### src/inc/mailbox_pkg.sv
// mailbox_pkg: doorbell codes, mailbox offsets, reset values and timing
// assumes: shared by both ends, the checker and the bench, one 100 MHz clock
package mailbox_pkg;
  // ************************************************************
  // doorbell codes
  // ************************************************************
  localparam logic [7:0] CODE_CTRL_NEW = 8'h31;
  localparam logic [7:0] CODE_CTRL_ACK = 8'h32;
  localparam logic [7:0] CODE_STAT_REQ = 8'h33;
  localparam logic [7:0] CODE_STAT_RDY = 8'h34;
  localparam logic [7:0] CODE_STAT_ACK = 8'h35;
  // ************************************************************
  // register addresses on the device port
  // ************************************************************
  localparam logic [7:0] ADDR_H2D_DOORBELL = 8'h50;
  localparam logic [7:0] ADDR_D2H_DOORBELL = 8'h58;
  localparam logic [7:0] ADDR_BUSY = 8'h5c;
  localparam logic [7:0] MBX_WORDS = 8'h09;
  localparam logic [7:0] OFS_PROTO_IF = 8'h00;
  localparam logic [7:0] OFS_LOW_DELAY = 8'h01;
  localparam logic [7:0] OFS_WIDEBAND = 8'h03;
  localparam logic [7:0] OFS_MODE = 8'h04;
  // ************************************************************
  // reset values of the control block
  // ************************************************************
  localparam logic [7:0] RST_PROTO_IF = 8'hc1;
  localparam logic [7:0] RST_LOW_DELAY = 8'h1b;
  localparam logic [7:0] RST_OTHER = 8'h00;
  // ************************************************************
  // field positions
  // ************************************************************
  localparam int PROTO_SEL_BIT = 7;
  localparam int IF_SEL_LSB = 5;
  localparam int FRAME_LEN_BIT = 4;
  localparam int UFMT_LSB = 3;
  localparam int EXC_ZERO_BIT = 2;
  localparam int POSTFILT_BIT = 0;
  localparam int WB_TEST_BIT = 7;
  localparam int ENC_MODE_LSB = 4;
  localparam int BUSY_H2D_BIT = 0;
  localparam int BUSY_D2H_BIT = 1;
  // ************************************************************
  // frame timing
  // ************************************************************
  localparam int FRAME_MS = 10;
  localparam int CLK_KHZ = 100_000;
  localparam int FRAME_CYCLES = FRAME_MS * CLK_KHZ;
  localparam int PIPE_STAGES = 3;
endpackage

### src/inc/mailbox_if.sv
// mailbox_if: host port of the codec control path
// assumes: host drives strobes, device answers read data one cycle later
interface mailbox_if;
  logic [7:0] addr;
  logic [7:0] wdata;
  logic wr;
  logic rd;
  logic [7:0] rdata;
  logic irq;
  modport host (output addr, output wdata, output wr, output rd,
    input rdata, input irq);
  modport device (input addr, input wdata, input wr, input rd,
    output rdata, output irq);
endinterface

### src/rtl/codec_ctrl_device.sv
// codec_ctrl_device: mailbox, doorbells and settings pipeline of the codec
// assumes: host loads mailbox before ringing; frame_tick_i in offline use
//
// The plain strobed port is this design's own decision.
module codec_ctrl_device
  import mailbox_pkg::*;
#(
  parameter int FRAME_LEN = FRAME_CYCLES
) (
  input wire logic ref_clk_i,
  input wire logic rst_i,
  mailbox_if.device bus,
  input wire logic offline_i,
  input wire logic frame_tick_i,
  output logic inband_o,
  output logic [1:0] if_route_o,
  output logic frame_len_o,
  output logic [1:0] ufmt_o,
  output logic exc_zero_o,
  output logic postfilt_o,
  output logic wb_test_o,
  output logic [3:0] enc_mode_o,
  output logic [3:0] dec_mode_o
);
  // ************************************************************
  // parameter check
  // ************************************************************
  // the frame counter needs at least two states to find a boundary
  if (FRAME_LEN < 2) begin : g_bad_frame_len
    $error("frame length too short");
  end
  typedef logic [7:0] blk_t [9];
  // all state but the port registers in one record, built below and registered once
  typedef struct packed {
    logic [8:0][7:0] mbx;
    logic [8:0][7:0] act;
    logic [8:0][7:0] p1;
    logic [8:0][7:0] p2;
    logic [8:0][7:0] stat;
    logic pend;
    logic [7:0] d2h;
    logic h2d_busy;
    logic d2h_busy;
    logic irq;
    logic [7:0] rdata;
    logic [31:0] cnt;
  } st_s;
  st_s q, d;
  logic tick;
  logic [7:0] a;

  // ************************************************************
  // reset image of the control block
  // ************************************************************
  function automatic logic [8:0][7:0] rst_blk();
    logic [8:0][7:0] b;
    b = '0;
    b[OFS_PROTO_IF] = RST_PROTO_IF;
    b[OFS_LOW_DELAY] = RST_LOW_DELAY;
    return b;
  endfunction

  // ************************************************************
  // next state
  // ************************************************************
  always_comb begin
    d = q;
    a = bus.addr;
    tick = offline_i ? frame_tick_i : (q.cnt == 32'(FRAME_LEN - 1));
    d.cnt = (offline_i || tick) ? 32'h0000_0000 : q.cnt + 32'h0000_0001;
    // a ring in the same cycle re-arms pend below, so the set wins
    // limitation: a status request while pend is set replaces the block
    // apply at frame boundary
    if (tick) begin
      if (q.pend) begin
        d.act = q.mbx;
        d.pend = 1'b0;
      end
      d.p1 = q.act;
      d.p2 = q.p1;
      d.stat = q.p2;
    end
    // read data stands for one cycle only and is zero otherwise
    d.rdata = 8'h00;
    if (bus.rd) begin
      if (a < MBX_WORDS) d.rdata = q.mbx[a[3:0]];
      else if (a == ADDR_H2D_DOORBELL) d.rdata = {7'h00, q.h2d_busy};
      else if (a == ADDR_D2H_DOORBELL) d.rdata = q.d2h;
      else if (a == ADDR_BUSY) d.rdata = {6'h00, q.d2h_busy, q.h2d_busy};
    end
    if (bus.wr) begin
      if (a < MBX_WORDS) d.mbx[a[3:0]] = bus.wdata;
      else if (a == ADDR_D2H_DOORBELL) begin
        d.d2h_busy = 1'b0;
        d.irq = 1'b0;
      end else if (a == ADDR_H2D_DOORBELL) begin
        case (bus.wdata)
          CODE_CTRL_NEW: begin
            d.pend = 1'b1;
            if (bus.wdata == CODE_CTRL_NEW &&
                q.mbx[OFS_MODE] == 8'h00)
              d.act[OFS_MODE] = 8'h00;
            d.h2d_busy = 1'b0;
            d.d2h = CODE_CTRL_ACK;
            d.d2h_busy = 1'b1;
            d.irq = 1'b1;
          end
          CODE_STAT_REQ: begin
            d.mbx = q.stat;
            d.h2d_busy = 1'b0;
            d.d2h = CODE_STAT_RDY;
            d.d2h_busy = 1'b1;
            d.irq = 1'b1;
          end
          CODE_STAT_ACK: d.h2d_busy = 1'b0;
          // unknown codes only mark the host doorbell busy
          default: d.h2d_busy = 1'b1;
        endcase
      end
    end
  end

  // ************************************************************
  // state register
  // ************************************************************
  always_ff @(posedge ref_clk_i) begin
    if (rst_i) begin
      q <= '0;
      q.mbx <= rst_blk();
      q.act <= rst_blk();
      q.p1 <= rst_blk();
      q.p2 <= rst_blk();
      q.stat <= rst_blk();
    end else begin
      q <= d;
    end
  end

  // ************************************************************
  // port registers, and outputs from the active block
  // ************************************************************
  always_ff @(posedge ref_clk_i) begin
    if (rst_i) begin
      bus.rdata <= 8'h00;
      bus.irq <= 1'b0;
      // codec outputs show the reset block, so they agree with the active copy
      inband_o <= RST_PROTO_IF[PROTO_SEL_BIT];
      if_route_o <= RST_PROTO_IF[IF_SEL_LSB +: 2];
      frame_len_o <= RST_PROTO_IF[FRAME_LEN_BIT];
      ufmt_o <= RST_LOW_DELAY[UFMT_LSB +: 2];
      exc_zero_o <= RST_LOW_DELAY[EXC_ZERO_BIT];
      postfilt_o <= RST_LOW_DELAY[POSTFILT_BIT];
      wb_test_o <= RST_OTHER[WB_TEST_BIT];
      enc_mode_o <= RST_OTHER[ENC_MODE_LSB +: 4];
      dec_mode_o <= RST_OTHER[3:0];
    end else begin
      // codec outputs follow d.act, so they move on the edge the block does
      bus.rdata <= d.rdata;
      bus.irq <= d.irq;
      inband_o <= d.act[OFS_PROTO_IF][PROTO_SEL_BIT];
      if_route_o <= d.act[OFS_PROTO_IF][IF_SEL_LSB +: 2];
      frame_len_o <= d.act[OFS_PROTO_IF][FRAME_LEN_BIT];
      ufmt_o <= d.act[OFS_LOW_DELAY][UFMT_LSB +: 2];
      exc_zero_o <= d.act[OFS_LOW_DELAY][EXC_ZERO_BIT];
      postfilt_o <= d.act[OFS_LOW_DELAY][POSTFILT_BIT];
      wb_test_o <= d.act[OFS_WIDEBAND][WB_TEST_BIT];
      enc_mode_o <= d.act[OFS_MODE][ENC_MODE_LSB +: 4];
      dec_mode_o <= d.act[OFS_MODE][3:0];
    end
  end
endmodule

### src/flat_wrapper.sv
// flat-port wrapper written by rule: the top's interface ports become plain ports
module codec_ctrl_device_flat import mailbox_pkg::*;
#(
  parameter int FRAME_LEN = FRAME_CYCLES
)
  (ref_clk_i, rst_i, offline_i, frame_tick_i, inband_o, if_route_o, frame_len_o, ufmt_o, exc_zero_o, postfilt_o, wb_test_o, enc_mode_o, dec_mode_o, bus_addr, bus_wdata, bus_wr, bus_rd, bus_rdata, bus_irq);
  mailbox_if bus_i ();
  input wire logic ref_clk_i;
  input wire logic rst_i;
  input wire logic offline_i;
  input wire logic frame_tick_i;
  output logic inband_o;
  output logic [1:0] if_route_o;
  output logic frame_len_o;
  output logic [1:0] ufmt_o;
  output logic exc_zero_o;
  output logic postfilt_o;
  output logic wb_test_o;
  output logic [3:0] enc_mode_o;
  output logic [3:0] dec_mode_o;
  input wire logic [$bits(bus_i.addr)-1:0] bus_addr;
  input wire logic [$bits(bus_i.wdata)-1:0] bus_wdata;
  input wire logic [$bits(bus_i.wr)-1:0] bus_wr;
  input wire logic [$bits(bus_i.rd)-1:0] bus_rd;
  output wire logic [$bits(bus_i.rdata)-1:0] bus_rdata;
  output wire logic [$bits(bus_i.irq)-1:0] bus_irq;
  assign bus_i.addr = bus_addr;
  assign bus_i.wdata = bus_wdata;
  assign bus_i.wr = bus_wr;
  assign bus_i.rd = bus_rd;
  assign bus_rdata = bus_i.rdata;
  assign bus_irq = bus_i.irq;
  codec_ctrl_device #(.FRAME_LEN(FRAME_LEN)) u_core (.ref_clk_i(ref_clk_i), .rst_i(rst_i), .bus(bus_i), .offline_i(offline_i), .frame_tick_i(frame_tick_i), .inband_o(inband_o), .if_route_o(if_route_o), .frame_len_o(frame_len_o), .ufmt_o(ufmt_o), .exc_zero_o(exc_zero_o), .postfilt_o(postfilt_o), .wb_test_o(wb_test_o), .enc_mode_o(enc_mode_o), .dec_mode_o(dec_mode_o));
endmodule
### config.mk
export PLATFORM = sky130hd
export DESIGN_NAME = codec_ctrl_device_flat
export DESIGN_NICKNAME = d
export VERILOG_FILES = /design/src/inc/mailbox_pkg.sv /design/src/inc/mailbox_if.sv /design/src/rtl/codec_ctrl_device.sv /design/src/flat_wrapper.sv
export SDC_FILE = /design/constraint.sdc
export NUM_CORES = 1
export LEC_CHECK = 0
export BUFFER_PORTS_ARGS = -buffer_cell sky130_fd_sc_hd__buf_4
export CORE_MARGIN = 1.5
export CORE_UTILIZATION = 55
export CTS_CLUSTER_DIAMETER = 40
export DETAILED_ROUTE_END_ITERATION = 6
export PLACE_DENSITY = 0.81
export SLEW_MARGIN = 20
export SYNTH_ARGS = -nofsm -noshare
export SYNTH_HDL_FRONTEND = slang
export SYNTH_SLANG_ARGS = --single-unit
### constraint.sdc
create_clock -name ref_clk_i -period 2.57 [get_ports ref_clk_i]
set_input_delay 0.1285 -clock ref_clk_i [delete_from_list [all_inputs] [get_ports ref_clk_i]]
set_output_delay 0.1285 -clock ref_clk_i [all_outputs]
set_load 0.01 [all_outputs]
==> summary.txt <==
Run status
  – Status: finished clean

Final layout
  – Post-Layout Cell Count: approximately 2400
  – Final nets: roughly 2000
  – Area Growth Syn to Fin: 14.1%
  – Share of layout cells above drive strength 1: about 11%
  – Inserted Diodes: 0
  – Fin util: between 60% and 70%

Placement
  – PortBufs: 47
  – HPWL Detailed: 25200 um
  – Final GP Congestion: around 0.9
  – Place WS: 0.126 ns
  – Placed Instances: roughly 2300

Drt
  – Drt pass-1 iters: 7
  – Total wire length: around 41000 um
  – Via-to-Cell Ratio: between 5 and 6
  – DRC Markers: 0
  – Wire per inst: 16.9 um
  – Antenna-violating nets left: 0
  – Vias post-DR: about 14000
  – 1st-iter DRT viols: between 1500 and 2000

Clock network
  – CTS tree: done
  – Later-pin clock latency in the skew report: roughly 0.56 ns
  – CTS buffer count: 49
  – H-tree depth: 2
  – Clock-pin transition on the worst setup and hold timing paths: about 0.06 ns
  – Num Clock Sinks: 406
  – Clock buffer depth: 3
  – Root buffer cell: clkbuf_16

Synthesis
  – Synth warnings: 0
  – Post-Syn Area: 16600 um2
  – Post-synth top flop: dfxtp_1
  – Yosys reg bits: 406
  – Number of synthesized flops with an enable pin: 0
  – Most common cell in the netlist: nand2_1
  – Synth cell count leaders: nand2_1, dfxtp_1, a21oi_1
  – Syn Nets: approximately 2000
  – Synthesized instance count: approximately 2000
  – Largest cells by area after synthesis: dfxtp_1, nand2_1, a21oi_1
  – Mean post-synth cell area: ~8.3 um2
  – Netlist cell types: 62
  – Top cell type's share of synthesized area: a little under 50%
  – Async SR Flop Fraction: 0%
  – Sequential-to-total area share from yosys stat: between 40 and 50%
  – Synth area leader: dfxtp_1

Floorplan
  – Die Y-Extent: around 180 um
  – Die area: between 30000 and 40000 um2
  – Site Rows: 63
  – Core Area: roughly 30000 um2
  – DIE WIDTH: 177 um
  – I/O Pins: 48
  – Initial Util: 55.9%

STA
  – Fin. Hold Viols: 0
  – Final Worst Setup Slack: ~0.22 ns
  – Max Fclk: between 0.4 and 0.5 GHz
  – Max Slew Vio Count: 0
  – Slew Limit Headroom: around 41%
  – Final setup fails: 0
  – Hold slack: about 0.056 ns
  – Worst Max-Slew Pin Slew: roughly 0.88 ns
  – Clk_skew: ~0.025 ns
  – Fin crit period: roughly 2.4 ns
  – Final setup TNS: 0 ns
  – RSZ-0062 raised after global routing: no
  – Final period utilization: between 90% and 100%

Worst setup path
  – CP max FO: between 100 and 150
  – Critical path destination: u_core.q[105]$_SDFFE_PP0N_
  – Startpoint Class: flop
  – Worst setup EP type: flop
  – WS Path Type: reg -> reg
  – Setup crit start: u_core.q[9]$_SDFF_PP0_
  – CP Data Arrival Time: between 2 and 3 ns
  – Worst reg2reg path endpoint: u_core.q[105]$_SDFFE_PP0N_
  – CP Data Required Time: around 3 ns
  – Reg2reg start: u_core.q[9]$_SDFF_PP0_
  – Register-to-Register Path Depth: 6
  – FF-to-FF setup slack: 0.22 ns

Power and ir drop
  – Static leakage: 0.00697 uW
  – Worst IR Drop VDD: 0.424 mV
  – Power density over cell area: approximately 740 nW/um2

Global routing
  – Antenna violations before repair: 2
  – GR Overflow Total: 0
  – First-pass GRT wire length: ~67000 um
  – Largest net degree at the start of global routing: 177
  – Total Routing Usage GR: a little over a quarter
  – Vias in the first global route: 13200

Flow run
  – Max-cap violation count: 0

Worst hold path
  – Tightest Hold Check Type: in -> reg
  – Hold Path Depth: 4
## worst min path at each step
| stage | endpoint | start |
|---|---|---|
| floorplan | u_core.q[40]$_SDFFE_PP0P_ | bus_wr |
| global route | u_core.q[398]$_SDFFE_PP0P_ | bus_wdata[2] |
| CTS | u_core.q[400]$_SDFFE_PP0P_ | bus_wdata[4] |
| detailed placement | u_core.q[40]$_SDFFE_PP0P_ | bus_wr |
| global placement | u_core.q[40]$_SDFFE_PP0P_ | bus_wr |
| finish | u_core.q[400]$_SDFFE_PP0P_ | bus_wdata[4] |
## cells by family (layout without fill, tap and decap cells)
family	Yosys count	after routing	synth area share (%)
flops	406	406	49.0
mux	26	26	2.79
fa+ha+maj	1	1	0.0755
simple gates	926	926	25.9
xor+xnor	28	28	1.48
buf+inv	186	206	5.34
compound gates	435	435	15.4
## cell type report
class                           instances  area [um2]
Timing Repair Buffer                  102         933
Inverter                               13        48.8
Tap cell                              390         488
Clock inverter                         37         404
Multi-Input combinational cell       1416        7600
Clock buffer                           54        1310
Fill cell                            2412       10700
Sequential cell                       406        8130
## state kept, by name, summed over array words and instances, names as in the netlist
register and count:
u_core.q 398, u_core.bus.rdata 8
## critical path, stage by stage, from the launching register on
cell and delay (ns):
dfxtp_1 0.42, nor4bb_1 0.36, nand4_1 0.25, o41ai_4 0.47, buf_12 0.37, nand2_1 0.12
a21oi_1 0.17
## layout by cell type, fill, tap and decap left out, drive strengths merged, types with 6 or more instances in the layout
master	n
clkinv	17
xnor2	13
clkbuf	54
or4	43
a22oi	21
nor2	76
mux4	16
a211o	7
a211oi	7
mux2i	9
o21ai	34
inv	23
clkinvlp	6
nor3	24
xor2	15
buf	98
nand3	39
a21oi	306
and2	51
and3	56
nand2	565
or3	17
o211a	38
nand4	12
dfxtp	406
nor4	17
## repair_timing
item                                   in CTS  in global routing
endpoints found under the hold margin      38                  0
buffers inserted                            0                  0
resized for setup                           0                  0
hold buffers                                4                  0
## per-stage QoR
step | cell area [um2] | power (uW)
floorplan | 16600 | 6810
global placement | 17200 | 6970
detailed placement | 17200 | 6970
CTS | 18900 | 14000
global route | 18900 | 14300
finish | 18900 | 13900
## report_power, final
group	leakage (uW)	total, uW	switching (uW)	internal (uW)
combinational	0.00286	508	365	143
clock	0.000835	7080	2900	4180
sequential	0.00327	6340	24.6	6320
total	0.00697	13900	3290	10600
## layer usage
layer | part of all wire (%) | vias to the layer above | track usage [%]
li1 | - | 6830 | -
met1 | 44 | 6761 | 37.4
met2 | 45 | 535 | 40.2
met3 | 8.2 | 96 | 4.89
met4 | 3.0 | 2 | 9.50
met5 | 0.078 | - | 0
Note: power is estimated with default switching activity, not from simulation.
